**config.mk**
```make
export PLATFORM = sky130hd
export DESIGN_NAME = cpu_core_datapath
export DESIGN_NICKNAME = d
export VERILOG_FILES = /design/src/cpu_core_pkg.sv /design/src/cpu_core_datapath.sv
export SDC_FILE = /design/constraint.sdc
export NUM_CORES = 1
export LEC_CHECK = 0
export ABC_AREA = 1
export BUFFER_PORTS_ARGS = -buffer_cell sky130_fd_sc_hd__buf_2
export CORE_ASPECT_RATIO = 1.1
export CORE_UTILIZATION = 38
export DETAILED_ROUTE_END_ITERATION = 7
export HOLD_SLACK_MARGIN = 0.15
export SETUP_SLACK_MARGIN = 0.02
export SYNTH_ARGS = -nofsm -noshare
export SYNTH_HDL_FRONTEND = slang
export SYNTH_SLANG_ARGS = --single-unit
export TNS_END_PERCENT = 10
```
**constraint.sdc**
```tcl
create_clock -name clk -period 3.35 [get_ports clk]
set_clock_uncertainty 0.05 [all_clocks]
set_input_delay 0.5025 -clock clk [delete_from_list [all_inputs] [get_ports clk]]
set_output_delay 0.5025 -clock clk [all_outputs]
set_load 0.05 [all_outputs]
```
**src/cpu_core_pkg.sv**
```systemverilog
// constants and types for the 8-bit cpu core datapath
// assumes a single clock domain and a classic wishbone register port
package cpu_core_pkg;

  // register offsets on the wishbone port (byte addresses)
  localparam logic [7:0] OFF_ACC = 8'h00;
  localparam logic [7:0] OFF_IDX = 8'h04;
  localparam logic [7:0] OFF_SP = 8'h08;
  localparam logic [7:0] OFF_PC = 8'h0C;
  localparam logic [7:0] OFF_CCR = 8'h10;
  localparam logic [7:0] OFF_CMD = 8'h14;
  localparam logic [7:0] OFF_OPND = 8'h18;
  localparam logic [7:0] OFF_EA = 8'h1C;
  localparam logic [7:0] OFF_STAT = 8'h20;

  // condition code field positions
  localparam int CCR_C = 0;
  localparam int CCR_Z = 1;
  localparam int CCR_N = 2;
  localparam int CCR_I = 3;
  localparam int CCR_H = 4;

  // reset values, stack page, vectors and address mask
  localparam logic [15:0] SP_RESET = 16'h00FF;
  localparam logic [15:0] SP_FIXED = 16'h00C0;
  localparam logic [5:0] SP_LOW_MASK = 6'h3F;
  localparam logic [15:0] VEC_RESET = 16'h1FFE;
  localparam logic [15:0] VEC_IRQ = 16'h1FFA;
  localparam logic [15:0] PC_ADDR_MASK = 16'h3FFF;

  // timing
  localparam int MUL_CYCLES = 11;

  // command codes written to the command register
  localparam logic [4:0] OP_NOP = 5'h00;
  localparam logic [4:0] OP_ADD = 5'h01;
  localparam logic [4:0] OP_ADC = 5'h02;
  localparam logic [4:0] OP_SUB = 5'h03;
  localparam logic [4:0] OP_SBC = 5'h04;
  localparam logic [4:0] OP_AND = 5'h05;
  localparam logic [4:0] OP_ORA = 5'h06;
  localparam logic [4:0] OP_EOR = 5'h07;
  localparam logic [4:0] OP_LDA = 5'h08;
  localparam logic [4:0] OP_LDX = 5'h09;
  localparam logic [4:0] OP_MUL = 5'h0A;
  localparam logic [4:0] OP_RSP = 5'h0B;
  localparam logic [4:0] OP_SEC = 5'h0C;
  localparam logic [4:0] OP_BUMP_ACCUMULATOR_INSTR = 5'h0D;
  localparam logic [4:0] OP_CLI = 5'h0E;
  localparam logic [4:0] OP_SEI = 5'h0F;
  localparam logic [4:0] OP_RTI = 5'h10;
  localparam logic [4:0] OP_JMP = 5'h11;
  localparam logic [4:0] OP_JSR = 5'h12;
  localparam logic [4:0] OP_RTS = 5'h13;
  localparam logic [4:0] OP_FETCH = 5'h14;

  // addressing modes
  typedef enum logic [2:0] {
    AM_INH, AM_IMM, AM_DIR, AM_EXT, AM_IX, AM_IX1, AM_IX2, AM_REL
  } addr_mode_t;

  typedef enum logic [3:0] {
    ST_RVEC, ST_IDLE, ST_MEMRD, ST_EXEC, ST_MUL, ST_PUSH, ST_PULL, ST_VEC
  } core_state_t;

endpackage : cpu_core_pkg

```
**src/cpu_core_datapath.sv**
```systemverilog
// cpu core datapath: registers, alu, multiply, interrupt stacking, address generation
// assumes a synchronous single-cycle memory bus and a classic wishbone master
//
// Decided for this implementation: the register offsets and the Wishbone register port.
`timescale 1ns/1ps
`default_nettype none

module cpu_core_datapath #(
  parameter int MulCycles = cpu_core_pkg::MUL_CYCLES
) (
  input wire logic clk,
  input wire logic rst_n,
  input wire logic wb_cyc_i,
  input wire logic wb_stb_i,
  input wire logic wb_we_i,
  input wire logic [7:0] wb_adr_i,
  input wire logic [31:0] wb_dat_i,
  input wire logic [3:0] wb_sel_i,
  output logic [31:0] wb_dat_o,
  output logic wb_ack_o,
  input wire logic irqReq,
  output logic [15:0] memAddr,
  output logic [7:0] memWdata,
  output logic memWe,
  output logic memRe,
  input wire logic [7:0] memRdata,
  output logic busy
);

  if (MulCycles < 9 || MulCycles > 15) begin : g_bad_mul
    $error("MulCycles out of range");
  end

  typedef struct packed {
    logic [7:0] acc;
    logic [7:0] idx;
    logic [5:0] spLow;
    logic [15:0] pc;
    logic [4:0] ccr;
    logic pending;
    cpu_core_pkg::core_state_t st;
    logic [4:0] op;
    cpu_core_pkg::addr_mode_t mode;
    logic [15:0] opnd;
    logic [15:0] ea;
    logic [2:0] step;
    logic [3:0] mulCnt;
    logic [15:0] prod;
    logic [7:0] mcand;
    logic inIrq;
    logic [15:0] addr;
    logic [7:0] wdata;
    logic we;
    logic re;
    logic [31:0] dat;
    logic ack;
    logic busy;
  } state_t;

  state_t s_q, s_d;

  // reset image; accumulator and index are the top 16 bits and are never reset
  localparam state_t ResetState = '{
    spLow: cpu_core_pkg::SP_LOW_MASK,
    ccr: 5'(1 << cpu_core_pkg::CCR_I),
    st: cpu_core_pkg::ST_RVEC,
    mode: cpu_core_pkg::AM_INH,
    busy: 1'b1,
    default: '0
  };
  localparam int KeptLsb = $bits(state_t) - 16;

  function automatic logic [15:0] effAddr(input cpu_core_pkg::addr_mode_t m,
                                          input logic [15:0] o, input logic [7:0] x);
    case (m)
      cpu_core_pkg::AM_DIR: effAddr = {8'h00, o[7:0]};
      cpu_core_pkg::AM_EXT: effAddr = o;
      cpu_core_pkg::AM_IX: effAddr = {8'h00, x};
      cpu_core_pkg::AM_IX1: effAddr = {8'h00, o[7:0]} + {8'h00, x};
      cpu_core_pkg::AM_IX2: effAddr = o + {8'h00, x};
      default: effAddr = 16'h0000;
    endcase
  endfunction

  function automatic logic [15:0] spAddr(input logic [5:0] l);
    spAddr = cpu_core_pkg::SP_FIXED | {10'h000, l};
  endfunction

  logic [8:0] aluRes;
  logic aluHalf;
  logic [7:0] operand;
  logic wbReq;

  // ---------------------------------------------------------------
  // alu
  // ---------------------------------------------------------------
  always_comb begin
    operand = (s_q.mode == cpu_core_pkg::AM_IMM) ? s_q.opnd[7:0] : memRdata;
    aluRes = 9'h000;
    aluHalf = 1'b0;
    case (s_q.op)
      cpu_core_pkg::OP_ADD, cpu_core_pkg::OP_ADC: begin
        aluRes = {1'b0, s_q.acc} + {1'b0, operand}
          + {8'h00, s_q.op == cpu_core_pkg::OP_ADC && s_q.ccr[cpu_core_pkg::CCR_C]};
        aluHalf = s_q.acc[4] ^ operand[4] ^ aluRes[4];
      end
      cpu_core_pkg::OP_SUB, cpu_core_pkg::OP_SBC: begin
        aluRes = {1'b0, s_q.acc} + {1'b0, ~operand} + 9'h001
          - {8'h00, s_q.op == cpu_core_pkg::OP_SBC && s_q.ccr[cpu_core_pkg::CCR_C]};
        aluRes[8] = ~aluRes[8];
      end
      cpu_core_pkg::OP_AND: aluRes = {1'b0, s_q.acc & operand};
      cpu_core_pkg::OP_ORA: aluRes = {1'b0, s_q.acc | operand};
      cpu_core_pkg::OP_EOR: aluRes = {1'b0, s_q.acc ^ operand};
      cpu_core_pkg::OP_BUMP_ACCUMULATOR_INSTR: aluRes = {1'b0, s_q.acc + 8'h01};
      default: aluRes = {1'b0, operand};
    endcase
  end

  assign wbReq = wb_cyc_i && wb_stb_i && !s_q.ack;

  // ---------------------------------------------------------------
  // next state
  // ---------------------------------------------------------------
  always_comb begin
    s_d = s_q;
    s_d.we = 1'b0;
    s_d.re = 1'b0;
    s_d.ack = 1'b0;
    if (irqReq) begin
      s_d.pending = 1'b1;
    end
    case (s_q.st)
      cpu_core_pkg::ST_RVEC: begin
        // high byte first, then low byte
        s_d.re = 1'b1;
        if (s_q.step == 3'd0) begin
          s_d.addr = cpu_core_pkg::VEC_RESET;
          s_d.step = 3'd1;
        end else if (s_q.step == 3'd1) begin
          s_d.addr = cpu_core_pkg::VEC_RESET + 16'h0001;
          s_d.step = 3'd2;
        end else if (s_q.step == 3'd2) begin
          s_d.pc[15:8] = memRdata;
          s_d.step = 3'd3;
          s_d.re = 1'b0;
        end else begin
          s_d.pc[7:0] = memRdata;
          s_d.st = cpu_core_pkg::ST_IDLE;
          s_d.re = 1'b0;
          s_d.step = 3'd0;
        end
      end
      cpu_core_pkg::ST_IDLE: begin
        s_d.busy = 1'b0;
        if ((s_q.pending || irqReq) && !s_q.ccr[cpu_core_pkg::CCR_I]) begin
          s_d.st = cpu_core_pkg::ST_PUSH;
          s_d.inIrq = 1'b1;
          s_d.step = 3'd0;
          s_d.pending = 1'b0;
          s_d.busy = 1'b1;
        end
      end
      cpu_core_pkg::ST_MEMRD: begin
        // issue the read, then wait a cycle for the data to stand
        s_d.addr = s_q.ea;
        if (s_q.step == 3'd0) begin
          s_d.re = 1'b1;
          s_d.step = 3'd1;
        end else begin
          s_d.step = 3'd0;
          s_d.st = cpu_core_pkg::ST_EXEC;
        end
      end
      cpu_core_pkg::ST_EXEC: begin
        s_d.st = cpu_core_pkg::ST_IDLE;
        case (s_q.op)
          cpu_core_pkg::OP_LDX: s_d.idx = aluRes[7:0];
          default: s_d.acc = aluRes[7:0];
        endcase
        s_d.ccr[cpu_core_pkg::CCR_N] = aluRes[7];
        s_d.ccr[cpu_core_pkg::CCR_Z] = aluRes[7:0] == 8'h00;
        if (s_q.op inside {cpu_core_pkg::OP_ADD, cpu_core_pkg::OP_ADC}) begin
          s_d.ccr[cpu_core_pkg::CCR_H] = aluHalf;
        end
        if (s_q.op inside {cpu_core_pkg::OP_ADD, cpu_core_pkg::OP_ADC,
                           cpu_core_pkg::OP_SUB, cpu_core_pkg::OP_SBC}) begin
          s_d.ccr[cpu_core_pkg::CCR_C] = aluRes[8];
        end
      end
      cpu_core_pkg::ST_MUL: begin
        // shift-add over the eight multiplier bits, then MulCycles-8 more cycles, writing back in the last
        if (s_q.mulCnt < 4'd8) begin
          s_d.prod = s_q.prod[0]
            ? {{1'b0, s_q.prod[15:8]} + {1'b0, s_q.mcand}, s_q.prod[7:1]}
            : {1'b0, s_q.prod[15:1]};
        end
        s_d.mulCnt = s_q.mulCnt + 4'd1;
        if (s_q.mulCnt == 4'(MulCycles - 1)) begin
          s_d.idx = s_q.prod[15:8];
          s_d.acc = s_q.prod[7:0];
          s_d.ccr[cpu_core_pkg::CCR_H] = 1'b0;
          s_d.ccr[cpu_core_pkg::CCR_C] = 1'b0;
          s_d.st = cpu_core_pkg::ST_IDLE;
          s_d.busy = 1'b0;
        end
      end
      cpu_core_pkg::ST_PUSH: begin
        // interrupt stacks pcl, pch, x, a, ccr; a call stacks pcl, pch
        s_d.we = 1'b1;
        s_d.addr = spAddr(s_q.spLow);
        s_d.spLow = s_q.spLow - 6'd1;
        case (s_q.step)
          3'd0: s_d.wdata = s_q.pc[7:0];
          3'd1: s_d.wdata = s_q.pc[15:8];
          3'd2: s_d.wdata = s_q.idx;
          3'd3: s_d.wdata = s_q.acc;
          default: s_d.wdata = {3'b111, s_q.ccr};
        endcase
        s_d.step = s_q.step + 3'd1;
        if (!s_q.inIrq && s_q.step == 3'd1) begin
          s_d.pc = s_q.ea;
          s_d.st = cpu_core_pkg::ST_IDLE;
        end else if (s_q.step == 3'd4) begin
          s_d.ccr[cpu_core_pkg::CCR_I] = 1'b1;
          s_d.st = cpu_core_pkg::ST_VEC;
          s_d.step = 3'd0;
        end
      end
      cpu_core_pkg::ST_VEC: begin
        s_d.re = 1'b1;
        s_d.step = s_q.step + 3'd1;
        if (s_q.step == 3'd0) s_d.addr = cpu_core_pkg::VEC_IRQ;
        else if (s_q.step == 3'd1) s_d.addr = cpu_core_pkg::VEC_IRQ + 16'h0001;
        else if (s_q.step == 3'd2) s_d.pc[15:8] = memRdata;
        else begin
          s_d.pc[7:0] = memRdata;
          s_d.st = cpu_core_pkg::ST_IDLE;
          s_d.inIrq = 1'b0;
          s_d.re = 1'b0;
        end
      end
      cpu_core_pkg::ST_PULL: begin
        // pull in reverse; issue address, wait, capture two cycles later
        s_d.step = s_q.step + 3'd1;
        if (s_q.step == 3'd0) begin
          s_d.spLow = s_q.spLow + 6'd1;
          s_d.addr = spAddr(s_q.spLow + 6'd1);
          s_d.re = 1'b1;
        end else if (s_q.step == 3'd2) begin
          s_d.step = 3'd0;
          case (s_q.mulCnt)
            4'd0: s_d.ccr = s_q.inIrq ? memRdata[4:0] : s_q.ccr;
            4'd1: s_d.acc = memRdata;
            4'd2: s_d.idx = memRdata;
            4'd3: s_d.pc[15:8] = memRdata;
            default: s_d.pc[7:0] = memRdata;
          endcase
          s_d.mulCnt = s_q.mulCnt + 4'd1;
          if (s_q.mulCnt == 4'd4) begin
            s_d.st = cpu_core_pkg::ST_IDLE;
            s_d.inIrq = 1'b0;
          end
        end
      end
      default: s_d.st = cpu_core_pkg::ST_IDLE;
    endcase

    // ---------------------------------------------------------------
    // wishbone slave
    // ---------------------------------------------------------------
    if (wbReq) begin
      s_d.ack = 1'b1;
      s_d.dat = 32'h0000_0000;
      if (wb_adr_i == cpu_core_pkg::OFF_ACC) begin
        s_d.dat = {24'h000000, s_q.acc};
        if (wb_we_i && wb_sel_i[0] && s_q.st == cpu_core_pkg::ST_IDLE) s_d.acc = wb_dat_i[7:0];
      end else if (wb_adr_i == cpu_core_pkg::OFF_IDX) begin
        s_d.dat = {24'h000000, s_q.idx};
        if (wb_we_i && wb_sel_i[0] && s_q.st == cpu_core_pkg::ST_IDLE) s_d.idx = wb_dat_i[7:0];
      end else if (wb_adr_i == cpu_core_pkg::OFF_SP) begin
        s_d.dat = {16'h0000, spAddr(s_q.spLow)};
      end else if (wb_adr_i == cpu_core_pkg::OFF_PC) begin
        s_d.dat = {16'h0000, s_q.pc};
        if (wb_we_i && wb_sel_i[1:0] == 2'b11 && s_q.st == cpu_core_pkg::ST_IDLE) begin
          s_d.pc = wb_dat_i[15:0];
        end
      end else if (wb_adr_i == cpu_core_pkg::OFF_CCR) begin
        s_d.dat = {27'h0000000, s_q.ccr};
      end else if (wb_adr_i == cpu_core_pkg::OFF_OPND) begin
        s_d.dat = {16'h0000, s_q.opnd};
        if (wb_we_i && s_q.st == cpu_core_pkg::ST_IDLE) s_d.opnd = wb_dat_i[15:0];
      end else if (wb_adr_i == cpu_core_pkg::OFF_EA) begin
        s_d.dat = {16'h0000, s_q.ea};
      end else if (wb_adr_i == cpu_core_pkg::OFF_STAT) begin
        s_d.dat = {27'h0000000, s_q.pending, s_q.st};
      end else if (wb_adr_i == cpu_core_pkg::OFF_CMD) begin
        s_d.dat = {24'h000000, s_q.mode, s_q.op};
        if (wb_we_i && wb_sel_i[0] && s_q.st == cpu_core_pkg::ST_IDLE) begin
          s_d.op = wb_dat_i[4:0];
          s_d.mode = cpu_core_pkg::addr_mode_t'(wb_dat_i[7:5]);
          s_d.ea = effAddr(cpu_core_pkg::addr_mode_t'(wb_dat_i[7:5]), s_q.opnd, s_q.idx);
          s_d.busy = 1'b1;
          s_d.step = 3'd0;
          s_d.mulCnt = 4'd0;
          // opcode fetch plus operand bytes per mode
          case (cpu_core_pkg::addr_mode_t'(wb_dat_i[7:5]))
            cpu_core_pkg::AM_INH, cpu_core_pkg::AM_IX: s_d.pc = s_q.pc + 16'd1;
            cpu_core_pkg::AM_EXT, cpu_core_pkg::AM_IX2: s_d.pc = s_q.pc + 16'd3;
            default: s_d.pc = s_q.pc + 16'd2;
          endcase
          case (wb_dat_i[4:0])
            cpu_core_pkg::OP_MUL: begin
              s_d.st = cpu_core_pkg::ST_MUL;
              s_d.prod = {8'h00, s_q.acc};
              s_d.mcand = s_q.idx;
            end
            cpu_core_pkg::OP_RSP: begin
              s_d.spLow = cpu_core_pkg::SP_LOW_MASK;
              s_d.busy = 1'b0;
            end
            cpu_core_pkg::OP_SEC: begin
              s_d.ccr[cpu_core_pkg::CCR_C] = 1'b1;
              s_d.busy = 1'b0;
            end
            cpu_core_pkg::OP_CLI: begin
              s_d.ccr[cpu_core_pkg::CCR_I] = 1'b0;
              s_d.busy = 1'b0;
            end
            cpu_core_pkg::OP_SEI: begin
              s_d.ccr[cpu_core_pkg::CCR_I] = 1'b1;
              s_d.busy = 1'b0;
            end
            cpu_core_pkg::OP_BUMP_ACCUMULATOR_INSTR: s_d.st = cpu_core_pkg::ST_EXEC;
            cpu_core_pkg::OP_RTI: begin
              s_d.st = cpu_core_pkg::ST_PULL;
              s_d.inIrq = 1'b1;
            end
            cpu_core_pkg::OP_RTS: begin
              s_d.st = cpu_core_pkg::ST_PULL;
              s_d.mulCnt = 4'd3;
            end
            cpu_core_pkg::OP_JMP: begin
              s_d.pc = effAddr(cpu_core_pkg::addr_mode_t'(wb_dat_i[7:5]), s_q.opnd, s_q.idx);
              s_d.busy = 1'b0;
            end
            cpu_core_pkg::OP_JSR: begin
              s_d.st = cpu_core_pkg::ST_PUSH;
              s_d.inIrq = 1'b0;
            end
            cpu_core_pkg::OP_NOP: s_d.busy = 1'b0;
            default: begin
              if (cpu_core_pkg::addr_mode_t'(wb_dat_i[7:5]) == cpu_core_pkg::AM_IMM) begin
                s_d.st = cpu_core_pkg::ST_EXEC;
              end else begin
                s_d.st = cpu_core_pkg::ST_MEMRD;
              end
            end
          endcase
        end
      end
    end
  end

  // ---------------------------------------------------------------
  // state register
  // ---------------------------------------------------------------
  always_ff @(posedge clk or negedge rst_n) begin
    if (!rst_n) begin
      // accumulator and index keep their value through reset
      s_q[KeptLsb-1:0] <= ResetState[KeptLsb-1:0];
    end else begin
      s_q <= s_d;
    end
  end

  assign memAddr = s_q.addr & cpu_core_pkg::PC_ADDR_MASK;
  assign memWdata = s_q.wdata;
  assign memWe = s_q.we;
  assign memRe = s_q.re;
  assign wb_dat_o = s_q.dat;
  assign wb_ack_o = s_q.ack;
  assign busy = s_q.busy;

endmodule // cpu_core_datapath

`default_nettype wire

```
# Word level (Yosys, flattened, before mapping)
# Cells that the tools add are included.
[totals]
output_inout_bits = 60
elab_cells = 337
reg_bits = 162
[classes]
magnitude_cmp = 1
bitwise = 15
muxes = 178
reduce_logical = 42
n_addsub = 16
n_eq_ne = 60
[ops]
columns = ["cell", "count"]
rows = [
  ["$mux 76", 6],
  ["$mux 16", 21],
  ["$mux 48", 5],
  ["$mux 22", 8],
  ["$mux 8", 15],
  ["$pmux 16 s3", 2],
  ["$pmux 16 s5", 1],
  ["$mux 14", 5],
  ["$pmux 14 s5", 1],
  ["$mux 1", 61],
  ["$mux 12", 5],
  ["$pmux 9 s6", 1],
  ["$mux 21", 2],
  ["$eq 5x4->1 const B", 8],
  ["$mux 4", 10],
  ["$mux 38", 1],
  ["$add 8x8->9", 4],
  ["$add 16x2->16 const B", 2],
  ["$eq 8x5->1 const B", 4],
  ["$pmux 16 s2", 1],
  ["$pmux 8 s4", 1],
  ["$mux 30", 1],
  ["$mux 24", 1],
  ["$pmux 4 s6", 1],
  ["other kinds (67)", 145],
]

# Logic depth before layout (Yosys ltp)
[logic_depth]
word_depth = 22
ltp_mapped = 25
depth_no_buf = 24

# Worst setup path after synthesis
# OpenSTA, ideal clock, no wires.
[synth_timing]
path_kind = "register to register"
startpoint = "reg s_q[126] (netlist bit)"
endpoint = "reg s_q[176] (netlist bit), data pin"
synth_period_minus_slack_ns = 2.959
setup_ns = 0.255
required_time_ns = 3.045
setup_slack_ns = 0.391
arrival_time_ns = 2.654
stages_incl_launch_ff = 21
path_cell_list = "dfrtp_1 inv_1 nand3_1 clkbuf_1 nand2_1 o21a_1 inv_1 fa_1 fa_1 nand2_1 nand2_1 nand2_1 nand2_1 nand3_1 nand4_1 nand2_1 nand2_1 nand3_1 nand3_1 o21ai_0 inv_1"
[synth_lines]
columns = ["element", "line", "source"]
rows = [
  ["start, declared", "cpu_core_datapath.sv:60", "state_t s_q, s_d;"],
  ["start signal, assigned by index", "cpu_core_datapath.sv:371", "s_q[KeptLsb-1:0] <= ResetState[KeptLsb-1:0];"],
]

==> results.json <==
{
  "status": "finished, final reports clean",
  "hold_viol": 0,
  "synth_area_um2": 14300,
  "hpwl_um": 47600,
  "p_leak_uw": 0.00786,
  "syn2layout_area_growth_pct": 11.9,
  "synth-seq-cells": 162,
  "use_met1": 0.408,
  "cp.arrival_ps": 3370,
  "cp_top_family": "simple AND/OR/NAND/NOR gates",
  "slew_headroom": 0.556,
  "drc_errors": 0,
  "die_h_um": 206,
  "criticalPathCategory": "reg2reg",
  "crit_fanout": 8,
  "clock_path_buffers": 2,
  "drt_iter0_markers": 1768,
  "ys_top_cells_by_area": "dfrtp_1 (24%), nand2_1 (14%), inv_1 (7.9%)",
  "finalNetCount": 2381,
  "core_area_um2": 37100,
  "antenna_left": 0,
  "async_flop_share": 0.901,
  "first_global_vias": 14500,
  "gp_congestion": 1.03,
  "setup-violations-final": 0,
  "min_delay_worst_endpoint": "s_q[119]",
  "worst_ep_required_time_ps": 3520,
  "hold_class": "in2reg",
  "crit_slowest_cell": "dfrtp_1",
  "final_core_util": 0.432,
  "critPathLaunchType": "flip-flop",
  "r2r-start": "s_q[126]",
  "grt-ovfl-total": 0,
  "grt_max_degree": 74,
  "clock_latency_ps": 470,
  "grtUsageTotal": 0.316,
  "min-delay-start": "wb_dat_i[11]",
  "holdWs_ps": 256,
  "nFillCells": 3999,
  "worst_slew_pin_slew_ps": 667,
  "reg2regPathDepth": 21,
  "synth_top_area_share": 0.241,
  "post_dp_cell_area_um2": 15300,
  "cpMostUsedCell": "inv_2",
  "cts_tree": "built",
  "fin_crit_sh": 0.957,
  "worstPathBufferInverterCount": 7,
  "gr-usage-met3": 0.0493,
  "boundaryPins": 118,
  "first_pass_iters": 7,
  "wire_per_inst_um": 21.8,
  "hold_depth": 2,
  "synth_flop_cell": "dfrtp_1",
  "crit-reg2reg-capture": "s_q[176]",
  "drive_gt1_frac": 0.137,
  "synth.distinct_cells": 55,
  "final_area_um2": 16000,
  "rows": 74,
  "cap_violations": 0,
  "fin_cells": 2766,
  "via_per_inst": 5.64,
  "irDropWorstVdd_mv": 0.398,
  "cts.sinks": 162,
  "synthCells": 2176,
  "dieArea_um2": 38500,
  "portBuffers": 81,
  "min_period_ps": 3200,
  "use_met2": 0.512,
  "clockRootBuffer": "clkbuf_16",
  "initial_utilization": 0.386,
  "crit_chain": "inv_2 > nand3_4 > buf_6 > o21a_1 > inv_2 > buf_4 > fa_2 > inv_2 > fa_2 > inv_2 > nand3_1 > nand2_1 > nand2_1 > nand3_1 > nand4_1 > nand2_2 > nand2_1 > nand3_2 > nand3_2 > o21ai_1 > inv_1",
  "place_ws_ps": -40.9,
  "antenna_found_initial": 1,
  "synth_seq_area_share": 0.289,
  "fin_ws_ps": 146,
  "ys_warn_count": 0,
  "grt_pass1_wl_um": 90000,
  "place_inst": 2729,
  "top_usage_layer": "met2",
  "critPathMaxStageDelay_ps": 380,
  "reg2reg_slack_ps": 150,
  "die_x_um": 187,
  "routed_wl_um": 60300,
  "end_kind": "flip-flop",
  "synth-edff-count": 16,
  "yosys.area.top_type": "dfrtp_1",
  "vias": 15600,
  "cts_htree_levels": 4,
  "cts-buffers-inserted": 17,
  "syn_avg_cell_area_um2": 6.58,
  "clk_pin_slew_ps": 70,
  "max_freq_mhz": 312,
  "drv_slew": 0,
  "p_per_area_nw_per_um2": 355
}
## cell usage after synthesis (4+ instances only)
cell	instances
nand3_1	131
clkinv_1	7
o211ai_1	39
nor2_1	174
or2_2	4
ha_1	58
nor3_1	24
nand2_2	10
nor3_2	6
dfrtp_1	138
nand3b_1	6
inv_1	302
nand2_1	539
fa_1	7
xor2_1	20
dfstp_2	8
o21ai_0	210
buf_2	22
a221oi_1	12
a22oi_1	16
a31oi_1	16
nor2_2	17
o221ai_1	20
buf_4	64
clkbuf_1	32
nor2_4	12
o21ai_1	11
nand4_1	40
o22ai_1	26
edfxtp_1	16
a21oi_1	119
o2111ai_1	9
inv_2	24
## cell type report
class | instances | area, um2 | share of cell area
multi-input cells | 1577 | 8350 | 0.521
flip-flops and latches | 162 | 4140 | 0.258
inverters | 334 | 1260 | 0.0784
repair buffers | 166 | 1070 | 0.0665
well taps | 494 | 618 | 0.0386
clock buffers | 21 | 440 | 0.0275
clock inverters | 11 | 160 | 0.00999
diodes | 1 | 2.50 | 0.000156
## worst reg2reg max path, stage by stage (launching register included)
cell and delay, ps:
dfrtp_1 380, inv_2 80, nand3_4 80, buf_6 150
o21a_1 230, inv_2 110, buf_4 120, fa_2 240
inv_2 50, fa_2 360, inv_2 80, nand3_1 80
nand2_1 110, nand2_1 60, nand3_1 90, nand4_1 140
nand2_2 130, nand2_1 80, nand3_2 90, nand3_2 70
o21ai_1 140, inv_1 40
## worst max-delay path by stage
stage | startpoint | slack [ps] | end | cells after the start
2_1_floorplan | s_q[126] | 390 | s_q[176] | 20
4_1_cts | s_q[126] | 40 | s_q[170] | 20
3_3_place_gp | s_q[126] | -20 | s_q[171] | 21
6_report | s_q[126] | 150 | s_q[176] | 21
3_5_place_dp | s_q[126] | -40 | s_q[171] | 21
5_1_grt | s_q[126] | -20 | s_q[176] | 20
## routing by layer
| layer | wire (um) | vias to the layer above |
|---|---|---|
| met5 | 0 | - |
| met4 | 2900 | 0 |
| met3 | 5070 | 159 |
| met2 | 27200 | 767 |
| met1 | 25100 | 7372 |
| li1 | - | 7295 |
## kinds of logic after synthesis
group / count (synthesis) / share of synthesized area
compound gates: 496 / 0.202
xor+xnor: 23 / 0.0141
fa+ha+maj: 65 / 0.0604
buf+inv: 455 / 0.139
flops: 162 / 0.289
mux: 2 / 0.00157
other cells: 1 / 0.000262
simple gates: 972 / 0.294
## state kept, by name (all words and copies together) (netlist names)
| register | flops |
|---|---|
| busy | 1 |
| memAddr | 14 |
| memRe | 1 |
| s_q | 120 |
| memWe | 1 |
| wb_dat_o | 16 |
| wb_ack_o | 1 |
| memWdata | 8 |
## layout by cell type (no fill, tap or decap), types with 16 or more instances in the layout
| cell | netlist | final |
|---|---|---|
| a31oi_1 | 16 | 16 |
| o22ai_1 | 26 | 25 |
| o211ai_1 | 39 | 39 |
| a22oi_1 | 16 | 16 |
| a21oi_1 | 119 | 119 |
| xor2_1 | 20 | 20 |
| o221ai_1 | 20 | 20 |
| nand2_2 | 10 | 20 |
| o21ai_1 | 11 | 16 |
| ha_1 | 58 | 58 |
| o21ai_0 | 210 | 203 |
| nand2_1 | 539 | 529 |
| clkbuf_16 | 0 | 17 |
| inv_1 | 302 | 295 |
| nand3_1 | 131 | 125 |
| buf_4 | 64 | 81 |
| buf_2 | 22 | 81 |
| dfrtp_1 | 138 | 138 |
| nor2_2 | 17 | 17 |
| nor3_1 | 24 | 23 |
| conb_1 | 1 | 19 |
| edfxtp_1 | 16 | 16 |
| inv_2 | 24 | 31 |
| nand4_1 | 40 | 40 |
| nor2_1 | 174 | 174 |
## through the flow
stage / TNS [ps] / power [uW]
global route: -19.7 / 5920
floorplan: 0 / 3050
CTS: 0 / 5690
finish: 0 / 5700
global placement: -16.9 / 3540
detailed placement: -87.7 / 3550
## power by group
part,switching [uW],internal (uW)
Clock,888,1240
Sequential,130,2060
Combinational,992,382
## repair_timing
action,in CTS,in global routing
gates cloned,0,1
hold buffers,1,0
gates resized for setup,3,37
hold endpoints to repair,37,0
setup endpoints to repair,8,13
pin swaps,0,13
buffers inserted,0,2
(Power assumes the default switching activity.)
